==> config.mk <==
export PLATFORM = sky130hd
export DESIGN_NAME = qps_sequencer
export DESIGN_NICKNAME = d
export VERILOG_FILES = /design/src/hw/qps_pkg.sv /design/src/hw/qps_stack_if.sv /design/src/hw/qps_sequencer.sv /design/src/hw/qps_stack.sv
export VERILOG_INCLUDE_DIRS = /design/src /design/src/hw
export SDC_FILE = /design/constraint.sdc
export NUM_CORES = 1
export LEC_CHECK = 0
export BUFFER_PORTS_ARGS = -buffer_cell sky130_fd_sc_hd__buf_2
export CORE_MARGIN = 10
export CORE_UTILIZATION = 55
export DETAILED_ROUTE_END_ITERATION = 16
export PLACE_DENSITY = 0.78
export SLEW_MARGIN = 10
export SYNTH_ARGS = -nofsm -noshare
export SYNTH_HDL_FRONTEND = slang
export SYNTH_SLANG_ARGS = --single-unit
==> constraint.sdc <==
create_clock -name mclk_in -period 3.5 [get_ports mclk_in]
set_clock_uncertainty 0.2 [all_clocks]
set_input_delay 0.175 -clock mclk_in [delete_from_list [all_inputs] [get_ports mclk_in]]
set_output_delay 0.175 -clock mclk_in [all_outputs]
set_load 0.005 [all_outputs]
==> src/hw/qps_defs.svh <==
// Constants of the quad-phase fetch/execute sequencer
`ifndef QPS_DEFS_SVH
`define QPS_DEFS_SVH

`define QPS_PC_W          13
`define QPS_INSTR_W       14
`define QPS_DATA_W        8
`define QPS_DADDR_W       9
`define QPS_STACK_DEPTH   8
`define QPS_STACK_PTR_W   3
`define QPS_PHASE_COUNT   4
`define QPS_PC_RESET      13'h0000
`define QPS_NOP_WORD      14'h0000
`define QPS_DATA_RESET    8'h00

`endif

==> src/hw/qps_pkg.sv <==
// Types used by the sequencer phase generator
package qps_pkg;

   typedef enum logic [1:0] {
      QPS_PH_A = 2'b00,
      QPS_PH_B = 2'b01,
      QPS_PH_C = 2'b10,
      QPS_PH_D = 2'b11
   } qps_phase_t;

endpackage

==> src/hw/qps_stack_if.sv <==
// Link between the sequencer core and its return-address stack
`timescale 1ns/100ps
`default_nettype none
`include "qps_defs.svh"

interface qps_stack_if;
   logic                   push;
   logic                   pop;
   logic [`QPS_PC_W-1:0]   push_addr;
   logic [`QPS_PC_W-1:0]   top_addr;

   modport core (
      output push,
      output pop,
      output push_addr,
      input  top_addr
   );

   modport mem (
      input  push,
      input  pop,
      input  push_addr,
      output top_addr
   );
endinterface

`default_nettype wire

==> src/hw/qps_sequencer.sv <==
// Quad-phase clock generator and two-stage fetch/execute sequencer
`timescale 1ns/100ps
`default_nettype none
`include "qps_defs.svh"

//Contract
// - Oscillator clock divided by four into non-overlapping phases a to d.
// - One instruction cycle is phase_a, phase_b, phase_c, phase_d in order.
// - Program counter increments in phase_a, starting the next fetch.
// - Fetched program word is captured by phase_d of its fetch cycle.
// - Instruction latch loads in phase_a; decode and execute in b to d.
// - Fetch of next overlaps execute of current: one instruction per cycle.
// - A program counter change takes two instruction cycles.
// - Data read happens in phase_b, data write in phase_d.
// - In RC mode cycle_clock_out runs at one quarter oscillator rate.
// - Active-low master clear resets the device.
// - Instructions are 14 bits, data 8 bits, on separate buses.
// - Eight-entry hardware return-address stack for calls.
// - Program counter is 13 bits and cleared on every reset.
// - Stack wraps circularly; ninth push overwrites oldest, no flags.
module qps_sequencer #(
   parameter int DADDR_W = `QPS_DADDR_W
) (
   input  wire logic                      mclk_in,
   input  wire logic                      resetn_in,
   input  wire logic                      master_clear_n_in,
   input  wire logic                      rc_mode_in,
   output logic                           phase_a_out,
   output logic                           phase_b_out,
   output logic                           phase_c_out,
   output logic                           phase_d_out,
   output logic                           cycle_clock_out,
   output logic [`QPS_PC_W-1:0]           prog_addr_out,
   output logic                           prog_rd_out,
   input  wire logic [`QPS_INSTR_W-1:0]   prog_data_in,
   output logic [`QPS_INSTR_W-1:0]        instruction_latch_out,
   output logic                           exec_valid_out,
   input  wire logic                      exec_jump_in,
   input  wire logic                      exec_call_in,
   input  wire logic                      exec_return_in,
   input  wire logic [`QPS_PC_W-1:0]      exec_target_in,
   input  wire logic                      exec_rd_in,
   input  wire logic                      exec_wr_in,
   input  wire logic [DADDR_W-1:0]        exec_addr_in,
   input  wire logic [`QPS_DATA_W-1:0]    exec_wdata_in,
   output logic [DADDR_W-1:0]             data_addr_out,
   output logic                           data_rd_out,
   output logic                           data_wr_out,
   output logic [`QPS_DATA_W-1:0]         data_wdata_out,
   input  wire logic [`QPS_DATA_W-1:0]    data_rdata_in,
   output logic [`QPS_DATA_W-1:0]         operand_out
);

   ////////////////////////////////////////////////////////////////////////
   // Pin synchronisers

   logic                      clr_meta_reg;
   logic                      clr_sync_reg;
   logic                      rc_meta_reg;
   logic                      rc_sync_reg;
   logic                      core_clear;

   always_ff @(posedge mclk_in or negedge resetn_in) begin
      if (!resetn_in) begin
         clr_meta_reg <= 1'b0;
         clr_sync_reg <= 1'b0;
         rc_meta_reg  <= 1'b0;
         rc_sync_reg  <= 1'b0;
      end else begin
         clr_meta_reg <= master_clear_n_in;
         clr_sync_reg <= clr_meta_reg;
         rc_meta_reg  <= rc_mode_in;
         rc_sync_reg  <= rc_meta_reg;
      end
   end

   // Master clear holds the core at its reset values while low
   assign core_clear = !clr_sync_reg;

   ////////////////////////////////////////////////////////////////////////
   // Phase generator

   qps_pkg::qps_phase_t       phase_reg;
   qps_pkg::qps_phase_t       phase_next;
   logic [3:0]                phase_oh_reg;
   logic [3:0]                phase_oh_next;
   logic                      cyc_clk_reg;
   logic                      cyc_clk_next;

   always_comb begin
      if (core_clear) begin
         // Parked in phase_d so the first edge after release enters a
         phase_next = qps_pkg::QPS_PH_D;
      end else begin
         case (phase_reg)
            qps_pkg::QPS_PH_A: phase_next = qps_pkg::QPS_PH_B;
            qps_pkg::QPS_PH_B: phase_next = qps_pkg::QPS_PH_C;
            qps_pkg::QPS_PH_C: phase_next = qps_pkg::QPS_PH_D;
            qps_pkg::QPS_PH_D: phase_next = qps_pkg::QPS_PH_A;
            default:           phase_next = qps_pkg::QPS_PH_A;
         endcase
      end
      phase_oh_next = 4'h0;
      if (!core_clear) begin
         phase_oh_next[phase_next] = 1'b1;
      end
      // High in a and b, low in c and d: one period per cycle
      cyc_clk_next = rc_sync_reg && !core_clear &&
                     (phase_next == qps_pkg::QPS_PH_A ||
                      phase_next == qps_pkg::QPS_PH_B);
   end

   always_ff @(posedge mclk_in or negedge resetn_in) begin
      if (!resetn_in) begin
         phase_reg    <= qps_pkg::QPS_PH_D;
         phase_oh_reg <= 4'h0;
         cyc_clk_reg  <= 1'b0;
      end else begin
         phase_reg    <= phase_next;
         phase_oh_reg <= phase_oh_next;
         cyc_clk_reg  <= cyc_clk_next;
      end
   end

   ////////////////////////////////////////////////////////////////////////
   // Fetch stage, execute stage and branch control

   qps_stack_if               stk ();

   logic [`QPS_PC_W-1:0]      pc_reg;
   logic [`QPS_PC_W-1:0]      pc_next;
   logic [`QPS_PC_W-1:0]      fetch_addr_reg;
   logic [`QPS_PC_W-1:0]      fetch_addr_next;
   logic                      prog_rd_reg;
   logic                      prog_rd_next;
   logic [`QPS_INSTR_W-1:0]   fetch_word_reg;
   logic [`QPS_INSTR_W-1:0]   fetch_word_next;
   logic [`QPS_INSTR_W-1:0]   ilatch_reg;
   logic [`QPS_INSTR_W-1:0]   ilatch_next;
   logic                      valid_reg;
   logic                      valid_next;
   logic                      flush_reg;
   logic                      flush_next;
   logic                      push_c;
   logic                      pop_c;

   always_comb begin
      pc_next         = pc_reg;
      fetch_addr_next = fetch_addr_reg;
      prog_rd_next    = 1'b0;
      fetch_word_next = fetch_word_reg;
      ilatch_next     = ilatch_reg;
      valid_next      = valid_reg;
      flush_next      = flush_reg;
      push_c          = 1'b0;
      pop_c           = 1'b0;
      if (core_clear) begin
         pc_next         = `QPS_PC_RESET;
         fetch_addr_next = `QPS_PC_RESET;
         fetch_word_next = `QPS_NOP_WORD;
         ilatch_next     = `QPS_NOP_WORD;
         valid_next      = 1'b0;
         flush_next      = 1'b1;
      end else begin
         case (phase_next)
            qps_pkg::QPS_PH_A: begin
               // Fetch of the next word starts as this one executes
               fetch_addr_next = pc_reg;
               prog_rd_next    = 1'b1;
               pc_next         = pc_reg + `QPS_PC_W'(1);
               if (flush_reg) begin
                  ilatch_next = `QPS_NOP_WORD;
                  valid_next  = 1'b0;
               end else begin
                  ilatch_next = fetch_word_reg;
                  valid_next  = 1'b1;
               end
               flush_next = 1'b0;
            end
            qps_pkg::QPS_PH_D: begin
               fetch_word_next = prog_data_in;
               // Branch requests of a flushed slot are ignored
               if (valid_reg) begin
                  if (exec_return_in) begin
                     pop_c      = 1'b1;
                     pc_next    = stk.top_addr;
                     flush_next = 1'b1;
                  end else if (exec_call_in) begin
                     push_c     = 1'b1;
                     pc_next    = exec_target_in;
                     flush_next = 1'b1;
                  end else if (exec_jump_in) begin
                     pc_next    = exec_target_in;
                     flush_next = 1'b1;
                  end
               end
            end
            default: begin
               prog_rd_next = 1'b0;
            end
         endcase
      end
   end

   always_ff @(posedge mclk_in or negedge resetn_in) begin
      if (!resetn_in) begin
         pc_reg         <= `QPS_PC_RESET;
         fetch_addr_reg <= `QPS_PC_RESET;
         prog_rd_reg    <= 1'b0;
         fetch_word_reg <= `QPS_NOP_WORD;
         ilatch_reg     <= `QPS_NOP_WORD;
         valid_reg      <= 1'b0;
         flush_reg      <= 1'b1;
      end else begin
         pc_reg         <= pc_next;
         fetch_addr_reg <= fetch_addr_next;
         prog_rd_reg    <= prog_rd_next;
         fetch_word_reg <= fetch_word_next;
         ilatch_reg     <= ilatch_next;
         valid_reg      <= valid_next;
         flush_reg      <= flush_next;
      end
   end

   // Return address is the word fetched behind the branch
   assign stk.push      = push_c;
   assign stk.pop       = pop_c;
   assign stk.push_addr = fetch_addr_reg;

   qps_stack #(
      .DEPTH  (`QPS_STACK_DEPTH),
      .PTR_W  (`QPS_STACK_PTR_W),
      .ADDR_W (`QPS_PC_W)
   ) u_stack (
      .clk_in    (mclk_in),
      .resetn_in (resetn_in),
      .clear_in  (core_clear),
      .stk       (stk.mem)
   );

   ////////////////////////////////////////////////////////////////////////
   // Data memory strobes

   logic [DADDR_W-1:0]        daddr_reg;
   logic [DADDR_W-1:0]        daddr_next;
   logic                      drd_reg;
   logic                      drd_next;
   logic                      dwr_reg;
   logic                      dwr_next;
   logic [`QPS_DATA_W-1:0]    dwdata_reg;
   logic [`QPS_DATA_W-1:0]    dwdata_next;
   logic [`QPS_DATA_W-1:0]    operand_reg;
   logic [`QPS_DATA_W-1:0]    operand_next;

   always_comb begin
      daddr_next   = daddr_reg;
      drd_next     = 1'b0;
      dwr_next     = 1'b0;
      dwdata_next  = dwdata_reg;
      operand_next = operand_reg;
      if (core_clear) begin
         daddr_next   = '0;
         dwdata_next  = `QPS_DATA_RESET;
         operand_next = `QPS_DATA_RESET;
      end else begin
         case (phase_next)
            qps_pkg::QPS_PH_B: begin
               daddr_next = exec_addr_in;
               drd_next   = valid_reg && exec_rd_in;
            end
            qps_pkg::QPS_PH_C: begin
               // Operand is taken at the close of phase_b
               if (drd_reg) begin
                  operand_next = data_rdata_in;
               end
            end
            qps_pkg::QPS_PH_D: begin
               daddr_next  = exec_addr_in;
               dwdata_next = exec_wdata_in;
               dwr_next    = valid_reg && exec_wr_in;
            end
            default: begin
               drd_next = 1'b0;
            end
         endcase
      end
   end

   always_ff @(posedge mclk_in or negedge resetn_in) begin
      if (!resetn_in) begin
         daddr_reg   <= '0;
         drd_reg     <= 1'b0;
         dwr_reg     <= 1'b0;
         dwdata_reg  <= `QPS_DATA_RESET;
         operand_reg <= `QPS_DATA_RESET;
      end else begin
         daddr_reg   <= daddr_next;
         drd_reg     <= drd_next;
         dwr_reg     <= dwr_next;
         dwdata_reg  <= dwdata_next;
         operand_reg <= operand_next;
      end
   end

   ////////////////////////////////////////////////////////////////////////
   // Outputs

   assign phase_a_out           = phase_oh_reg[qps_pkg::QPS_PH_A];
   assign phase_b_out           = phase_oh_reg[qps_pkg::QPS_PH_B];
   assign phase_c_out           = phase_oh_reg[qps_pkg::QPS_PH_C];
   assign phase_d_out           = phase_oh_reg[qps_pkg::QPS_PH_D];
   assign cycle_clock_out       = cyc_clk_reg;
   assign prog_addr_out         = fetch_addr_reg;
   assign prog_rd_out           = prog_rd_reg;
   assign instruction_latch_out = ilatch_reg;
   assign exec_valid_out        = valid_reg;
   assign data_addr_out         = daddr_reg;
   assign data_rd_out           = drd_reg;
   assign data_wr_out           = dwr_reg;
   assign data_wdata_out        = dwdata_reg;
   assign operand_out           = operand_reg;

endmodule

`default_nettype wire

==> src/hw/qps_stack.sv <==
// Circular return-address stack with registered top-of-stack read
`timescale 1ns/100ps
`default_nettype none
`include "qps_defs.svh"

module qps_stack #(
   parameter int DEPTH = `QPS_STACK_DEPTH,
   parameter int PTR_W = `QPS_STACK_PTR_W,
   parameter int ADDR_W = `QPS_PC_W
) (
   input  wire logic   clk_in,
   input  wire logic   resetn_in,
   input  wire logic   clear_in,
   qps_stack_if.mem    stk
);

   logic [ADDR_W-1:0]  mem_reg [DEPTH];
   logic [ADDR_W-1:0]  mem_next [DEPTH];
   logic [PTR_W-1:0]   ptr_reg;
   logic [PTR_W-1:0]   ptr_next;
   logic [ADDR_W-1:0]  top_reg;
   logic [ADDR_W-1:0]  top_next;

   ////////////////////////////////////////////////////////////////////////
   // Pointer wraps freely: no overflow or underflow is flagged
   always_comb begin
      mem_next = mem_reg;
      ptr_next = ptr_reg;
      if (clear_in) begin
         ptr_next = '0;
      end else if (stk.push) begin
         mem_next[ptr_reg] = stk.push_addr;
         ptr_next = ptr_reg + PTR_W'(1);
      end else if (stk.pop) begin
         ptr_next = ptr_reg - PTR_W'(1);
      end
      // Top lags a push by one edge; pops come four edges apart at least
      top_next = mem_reg[ptr_reg - PTR_W'(1)];
   end

   always_ff @(posedge clk_in or negedge resetn_in) begin
      if (!resetn_in) begin
         for (int i = 0; i < DEPTH; i++) begin
            mem_reg[i] <= '0;
         end
         ptr_reg <= '0;
         top_reg <= '0;
      end else begin
         mem_reg <= mem_next;
         ptr_reg <= ptr_next;
         top_reg <= top_next;
      end
   end

   assign stk.top_addr = top_reg;

endmodule

`default_nettype wire

==> results of run 1 <==
layout by cell type (no fill, tap or decap), types with 5 or more instances in the layout:
cell type      count
dlygate4sd3_1     52
o21ai_0           28
clkbuf_8           7
clkbuf_16         23
buf_2            120
nand2_1           60
dfrtp_1          210
mux2_2            89
inv_1              9
mux2i_1           41
mux2_4            25
mux4_2            26
a21oi_1            9
nand3_1            7
buf_4             14
clkbuf_1           7
nor2b_1           33
nor2_1            11
a22o_1            16
mux2_1             5
routing by layer:
layer / global-route usage, % / wire [um] / vias up / share of wire (%)
met2: 32.3 / 11400 / 217 / 49
li1: - / - / 2846 / -
met4: 5.27 / 497 / 0 / 2.1
met3: 3.39 / 1350 / 41 / 5.8
met5: 0 / 0 / - / 0
met1: 26.3 / 9880 / 3257 / 43
power by group through the flow:
stage          clock [uW]  combinational [uW]  sequential (uW)
6_report             2320                 733             2750
4_1_cts              2340                 734             2750
5_1_grt              2450                 805             2770
2_1_floorplan           0                 417             2750
3_5_place_dp            0                 684             2790
3_3_place_gp            0                 657             2780
stage by stage:
step           instance area, um^2  setup slack, ns  instances
2_1_floorplan                 9580            0.953        692
3_3_place_gp                 10400            0.704       1012
3_5_place_dp                 10400            0.572       1012
4_1_cts                      11600            0.532       1106
5_1_grt                      11600            0.414       1106
6_report                     11600            0.501       1106
cell families (layout without fill, tap and decap cells):
group           Yosys count  count (layout)
compound gates           86              86
mux                     186             186
buf+inv                  53             242
fa+ha+maj                 5               5
simple gates            146             146
flops                   214             214
xor+xnor                  2               2
layout make-up:
type,count,area (um^2)
clock buffer,36,684
clock inverter,6,40.0
fill,1185,5540
inverter,11,41.3
multi-input combinational,425,3950
sequential,214,5360
tap,225,282
timing repair buffer,189,1280
final timing paths:
check | start | to | slack [ns] | cells past startpoint
worst min register to register | rc_meta_reg | rc_sync_reg | 0.15 | 0
worst max register to register | phase_reg[1] | u_stack.mem_reg[44] | 0.50 | 5
worst max-delay path | phase_reg[1] | u_stack.mem_reg[44] | 0.50 | 5
min in group asynchronous | resetn_in | fetch_word_reg[12] | 0.08 | 2
max in group asynchronous | resetn_in | phase_reg[1] | 2.09 | 3
worst min-delay path | exec_return_in | u_stack.ptr_reg[1] | 0.02 | 2
==> results.toml, run 1 <==
[run_status]
status = "completed"

[sta]
rsz0062_at_grt = "false"
min_period_over_period_pct = 85.7
setup_viol_count_final = 0
fin_crit_ns = 3.00
slew_viol_final = 0
tightest_slew_ns = 0.936
fmax_mhz = 333
relSlewSlack_pct = 37.3
finalSetupTns_ns = 0
hold_viol_final = 0
holdWs_ns = 0.0207

[die]
core_um2 = 17200
start_util_pct = 55.8
rows = 48
ios = 122
fp.dieW_um = 152
fp.dieH_um = 152
die-area_um2 = 23100

[power]
totalPowerFinal_uw = 5800
comb_power_share_pct = 12.6
internal-power_uw = 4260
seqPwrFrac_pct = 47.4
powerDensity_nw_per_um2 = 499
peakVddDrop_uv = 342
p_sw_share_pct = 26.6
p_clk_share_pct = 39.9
leakagePower_uw = 0.00583
switchingPower_uw = 1540

[clocking]
cts_hold_buffers = 52
post_cts_buffers = 0
path_clk_slew_ns = 0.06
clk_path_buf_depth = 3
clkLatencyLatePin_ns = 0.51
cts_tree = "yes"
cts-resized-gates = 0
numCtsBuffers = 23
cts_root_buf = "clkbuf_16"
h-tree-depth = 1
clock_sinks = 214

[yosys]
yosysTopAreaCellShare_pct = 55.1
synth_compound_area_share_pct = 6.41
synth_cell_types = 61
synthTopCellsByCount = "211 x dfrtp_1, 89 x mux2_2, 60 x nand2_1, 41 x mux2i_1, 33 x nor2b_1"
synthAdderAreaFrac_pct = 0.653
yosys.cell_count.top_type = "dfrtp_1"
yosys-top-cells-area = "dfrtp_1 55%, mux2_2 10%, mux4_2 6.1%"
ys_seq_area_share_pct = 56.0
yosys.area_share.simple_pct = 8.48
syn_inst = 692
syn-num-nets = 758
async_flop_share_pct = 100
synthMuxAreaShare_pct = 25.4
ys_seq_elements = 214
synthFlopType = "dfrtp_1"
synth.cell_area_um2 = 9580
ys_warn_count = 0
yosys.area_share.xor_xnor_pct = 0.183
synth_top_family_by_area = "multiplexers"
synth-edff-count = 0
avgSynthCellArea_um2 = 13.8
yosys.area.top_type = "dfrtp_1"

[finish]
layout-drive-gt1-share_pct = 37.9
nets = 930
diodes = 0
fin_util_pct = 67.7
area_growth_pct = 21.5
largest_reg_flops = 104

[setup_path]
crit_path_start_kind = "flop"
end_kind = "flop"
crit_buf_inv = 0
worst_ep_arrival_time_ns = 3.18
cp_max_fo = 18
crit_family = "simple AND/OR/NAND/NOR gates"
worst_path_max_delay_cell = "nor3b_4"
worstPathCellList = "ha_2, and4b_1, nand3_2, nor3b_4, mux2_2"
max_stage_delay_ns = 0.76
critPathKind = "flop to flop"
required_ns = 3.68

[global_routing]
grt_start_max_net_pins = 91
grt_pass1_wl_mm = 37.9
antenna_found_initial = 0
overflow = 0
grt_pass1_vias = 6790
grt_usage_pct = 19.6

[route]
initialDrtViolationCount = 419
num_vias = 6361
drtAntennaViolNets = 0
vias_per_cell = 5.75
dr.pass1.iters = 5
drc = 0
routedWlPerCell_um = 20.9
wirelength_mm = 23.2

[placed_design]
place.gp.congestion = 0.852
portBuffers = 121
hpwl_mm = 15.0

[hold_path]
min_path_type = "primary input to flop"

[run]
max_cap_viol_count = 0
No activity file was read; power rests on OpenSTA's default activity.
==> run 2: changes to the inputs <==
--- a/config.mk
+++ b/config.mk
@@ -8,9 +8,11 @@
 export LEC_CHECK = 0
 export BUFFER_PORTS_ARGS = -buffer_cell sky130_fd_sc_hd__buf_2
 export CORE_MARGIN = 10
-export CORE_UTILIZATION = 55
+export CORE_UTILIZATION = 52
 export DETAILED_ROUTE_END_ITERATION = 16
+export MAX_ROUTING_LAYER = met4
 export PLACE_DENSITY = 0.78
+export SKIP_CTS_REPAIR_TIMING = 1
 export SLEW_MARGIN = 10
 export SYNTH_ARGS = -nofsm -noshare
 export SYNTH_HDL_FRONTEND = slang
==> constraint.sdc (replaced) <==
create_clock -name mclk_in -period 2.53 [get_ports mclk_in]
set_clock_uncertainty 0.2 [all_clocks]
set_input_delay 0.1265 -clock mclk_in [delete_from_list [all_inputs] [get_ports mclk_in]]
set_output_delay 0.1265 -clock mclk_in [all_outputs]
set_load 0.005 [all_outputs]
==> run 2 against run 1 <==
Effect of this change: the run now ends with negative hold slack left; register-to-register slack worse by 0.35 ns; cell count is 1.1% higher; non-clock buffer count is 12 higher; sequential power is 39% higher; via count is 0.11% higher; highest routed layer unchanged.
==> results.toml, run 2 (same netlist as run 1, synthesis figures left out) <==
[run_status]
status = "finished, violations left"
violations = "negative hold slack"

[sta]
relSlewSlack_pct = 59.3
rsz0062_at_grt = "false"
slew_viol_final = 0
setup_viol_count_final = 0
holdWs_ns = -0.0298
tightest_slew_ns = 0.611
fmax_mhz = 421
finalSetupTns_ns = 0
hold_viol_final = 2
fin_crit_ns = 2.38
min_period_over_period_pct = 94.0

[setup_path]
worst_ep_arrival_time_ns = 2.57
critPathKind = "flop to flop"
end_kind = "flop"
crit_path_start_kind = "flop"
required_ns = 2.72
cp_max_fo = 13

[clocking]
clk_path_buf_depth = 3
cts_tree = "yes"
clock_sinks = 214
cts_root_buf = "clkbuf_16"
clkLatencyLatePin_ns = 0.50
numCtsBuffers = 23
h-tree-depth = 1
path_clk_slew_ns = 0.06

[die]
fp.dieW_um = 156
start_util_pct = 53.1
die-area_um2 = 24200
core_um2 = 18000
ios = 122
rows = 49
fp.dieH_um = 156

[power]
totalPowerFinal_uw = 8000
leakagePower_uw = 0.00589
powerDensity_nw_per_um2 = 680
peakVddDrop_uv = 488

[route]
wirelength_mm = 23.0
drtAntennaViolNets = 0
num_vias = 6368
drc = 0
vias_per_cell = 5.70
initialDrtViolationCount = 460
routedWlPerCell_um = 20.6
dr.pass1.iters = 5

[global_routing]
grt_pass1_wl_mm = 35.6
grt_usage_pct = 18.3
grt_start_max_net_pins = 73
antenna_found_initial = 1
grt_pass1_vias = 6459
overflow = 0

[finish]
instances_no_fill = 1118
nets = 942
final_cell_mix = "209 x dfrtp_1, 120 x buf_2, 89 x mux2_2, 60 x nand2_1, 54 x dlygate4sd3_1"
largest_reg_flops = 104
area_growth_pct = 22.9
layout-drive-gt1-share_pct = 38.4
fin_util_pct = 65.3
final_common_cell = "dfrtp_1"

[run]
max_cap_viol_count = 0

[placed_design]
portBuffers = 121
dpl.cell_count = 1026
place.gp.congestion = 0.884
hpwl_mm = 14.5

[hold_path]
min_path_type = "primary input to flop"
==> run 2: cell types whose count changed in the layout (fill, tap and decap cells not counted), moves of 2 or more <==
cell	change
buf_4	+5
buf_12	+5
clkbuf_8	-2
dlygate4sd3_1	+2
inv_6	-2
==> run 2: worst paths after layout <==
path / endpoint / depth (start not counted) / from / slack, ns
setup / recovery: pc_reg[6] / 6 / phase_reg[0] / 0.15
hold / removal: pc_reg[8] / 4 / exec_target_in[8] / -0.03
setup reg to reg: pc_reg[6] / 6 / phase_reg[0] / 0.15
hold reg to reg: rc_sync_reg / 0 / rc_meta_reg / 0.15
max in group asynchronous: u_stack.mem_reg[97] / 3 / resetn_in / 1.35
min in group asynchronous: instruction_latch_out[8] / 2 / resetn_in / 0.01
==> run 2: per-layer routing <==
layer / vias up / part of all wire, % / GRT usage, %
met5: - / 0 / -
met4: 0 / 2.0 / 4.41
met3: 43 / 6.7 / 3.94
met2: 224 / 50 / 29.5
met1: 3230 / 41 / 23.2
li1: 2871 / - / -
==> run 2: per-stage QoR <==
stage	cell area, um^2	setup WS, ns	hold WS, ns
after floorplan	9580	0.107	-0.369
after global placement	10500	0.254	-0.0148
after detailed placement	10500	0.210	-0.0146
after CTS	11200	0.175	-0.536
after global routing	11800	0.0530	0.0155
final	11800	0.152	-0.0298
==> run 2: final cells by class <==
| type | count | area, um^2 |
|---|---|---|
| Fill cell | 1272 | 6250 |
| Sequential cell | 214 | 5360 |
| Multi-Input combinational cell | 425 | 3950 |
| Timing Repair Buffer | 201 | 1440 |
| Clock buffer | 33 | 653 |
| Tap cell | 229 | 287 |
| Clock inverter | 4 | 45.0 |
| Inverter | 11 | 41.3 |
| Antenna cell | 1 | 2.50 |
==> run 2: worst max-delay path, stage by stage, from the launching register on <==
cell and delay [ns]:
dfstp_2 0.52, inv_1 0.05, ha_1 0.43, o31ai_2 0.42, a31o_2 0.33, a21boi_0 0.14, a21o_1 0.17
==> run 2: power breakdown <==
| part | internal [uW] | leakage (uW) | switching (uW) |
|---|---|---|---|
| Combinational | 451 | 0.00260 | 586 |
| Sequential | 3600 | 0.00294 | 205 |
| Clock | 1880 | 0.000345 | 1280 |
==> run 3: changes to the inputs <==
--- a/config.mk
+++ b/config.mk
@@ -6,7 +6,7 @@
 export SDC_FILE = /design/constraint.sdc
 export NUM_CORES = 1
 export LEC_CHECK = 0
-export BUFFER_PORTS_ARGS = -buffer_cell sky130_fd_sc_hd__buf_2
+export BUFFER_PORTS_ARGS = -buffer_cell sky130_fd_sc_hd__buf_4
 export CORE_MARGIN = 10
 export CORE_UTILIZATION = 52
 export DETAILED_ROUTE_END_ITERATION = 16
==> run 3 against run 2 <==
Effect of this change: the run still ends with negative hold slack left; wire length is 2.5% higher; register-to-register slack hardly changed; sequential share of layout area is 1.1 points lower; sequential power hardly changed; setup slack better by 0.0060 ns; highest routed layer unchanged; critical endpoint is now u_stack.mem_reg[47].
==> results.toml, run 3 (same netlist as run 1, synthesis figures left out) <==
[power]
powerDensity_nw_per_um2 = 679
leakagePower_uw = 0.00595
p_clk_share_pct = 39.9
peakVddDrop_uv = 724
switchingPower_uw = 2150
p_sw_share_pct = 26.2
comb_power_share_pct = 13.6
totalPowerFinal_uw = 8200
internal-power_uw = 6050
seqPwrFrac_pct = 46.5

[setup_path]
crit_path_start_kind = "flop"
critPathKind = "flop to flop"
r2r-end = "u_stack.mem_reg[47]"
end_kind = "flop"
reg2reg_depth = 6
worst_ep_arrival_time_ns = 2.55
reg2reg_slack_ns = 0.16
required_ns = 2.71
cp_max_fo = 13
worstReg2RegStart = "phase_reg[1]"

[clocking]
h-tree-depth = 1
cts_root_buf = "clkbuf_16"
numCtsBuffers = 23
clkLatencyLatePin_ns = 0.51
clock_sinks = 214
cts_tree = "yes"
clk_path_buf_depth = 3
path_clk_slew_ns = 0.06

[finish]
area_growth_pct = 26.1
fill_cells = 1221
final_cell_mix = "210 x dfrtp_1, 145 x buf_4, 89 x mux2_2, 60 x nand2_1, 54 x dlygate4sd3_1"
fin_util_pct = 67.0
nets = 944
layout-drive-gt1-share_pct = 38.7
diodes = 0
largest_reg_flops = 104
final_common_cell = "dfrtp_1"

[placed_design]
place.gp.congestion = 0.867
portBuffers = 121
hpwl_mm = 15.4

[sta]
holdWs_ns = -0.00374
relSlewSlack_pct = 55.9
slew_viol_final = 0
tightest_slew_ns = 0.662
fmax_mhz = 422
setup_viol_count_final = 0
hold_viol_final = 1
finalSetupTns_ns = 0
min_period_over_period_pct = 93.7
fin_crit_ns = 2.37
rsz0062_at_grt = "false"

[global_routing]
grt_start_max_net_pins = 80
antenna_found_initial = 0
grt_pass1_wl_mm = 36.3
overflow = 0
grt_pass1_vias = 6648
grt_usage_pct = 18.8

[hold_path]
min_path_type = "primary input to flop"
hold_depth = 4
hold-path-endpoint = "pc_reg[8]"
min_from = "exec_target_in[8]"

[route]
initialDrtViolationCount = 365
drtAntennaViolNets = 0
dr.pass1.iters = 4
routedWlPerCell_um = 21.0
wirelength_mm = 23.6
vias_per_cell = 5.63
num_vias = 6322
drc = 0

[run_status]
violations = "negative hold slack"
status = "finished, violations left"

[die]
rows = 49
core_um2 = 18000
die-area_um2 = 24200
fp.dieH_um = 156
fp.dieW_um = 156
start_util_pct = 53.1
ios = 122

[run]
max_cap_viol_count = 0
## run 3: cell types whose count changed in the layout (fill, tap and decap cells not counted), moves of 2 or more
| cell | before | now |
|---|---|---|
| buf_4 | 19 | 145 |
| inv_6 | 0 | 2 |
| buf_2 | 120 | 0 |
| buf_12 | 7 | 3 |
## run 3: worst max path at each step
stage                        from                 endpoint  cells after the start
2_1_floorplan  u_stack.ptr_reg[1]  u_stack.stk.top_addr[6]                      7
3_3_place_gp         phase_reg[0]                pc_reg[8]                      8
3_5_place_dp         phase_reg[0]                pc_reg[6]                      6
4_1_cts              phase_reg[1]      u_stack.mem_reg[46]                      6
5_1_grt              phase_reg[0]                pc_reg[6]                      6
6_report             phase_reg[1]      u_stack.mem_reg[47]                      6
## run 3: cell type report
class                           instances  area (um^2)  share of cell area (%)
Sequential cell                       214         5360                    44.4
Multi-Input combinational cell        425         3950                    32.7
Timing Repair Buffer                  203         1700                    14.1
Clock buffer                           34          667                    5.52
Tap cell                              229          287                    2.37
Clock inverter                          7         70.1                   0.580
Inverter                               11         41.3                   0.342
## run 3: power by group through the flow
stage,logic (uW),clock network [uW],registers [uW]
floorplan,578,0,3800
CTS,1050,3330,3810
global placement,1020,0,3850
global route,1230,3480,3840
finish,1120,3270,3810
detailed placement,1050,0,3870
## run 3: layer usage
metal | global-route usage [%] | vias up | share of wire (%)
li1 | - | 2878 | -
met1 | 24.6 | 3201 | 43
met2 | 29.3 | 205 | 48
met3 | 3.78 | 38 | 5.9
met4 | 5.12 | 0 | 2.5
met5 | - | - | 0
## run 3: worst max-delay path, stage by stage (launching register included)
cell	delay, ns
dfstp_2	0.53
ha_2	0.22
and4b_1	0.30
nand3_2	0.15
nor3b_4	0.23
buf_4	0.26
mux2_2	0.36
## run 3: per-stage QoR
stage          instances  instance area [um^2]  setup WS, ns
4_1_cts             1069                 11500         0.157
6_report            1123                 12100         0.158
3_3_place_gp        1028                 10800         0.234
5_1_grt             1123                 12100        0.0216
2_1_floorplan        692                  9580         0.107
3_5_place_dp        1028                 10800         0.166
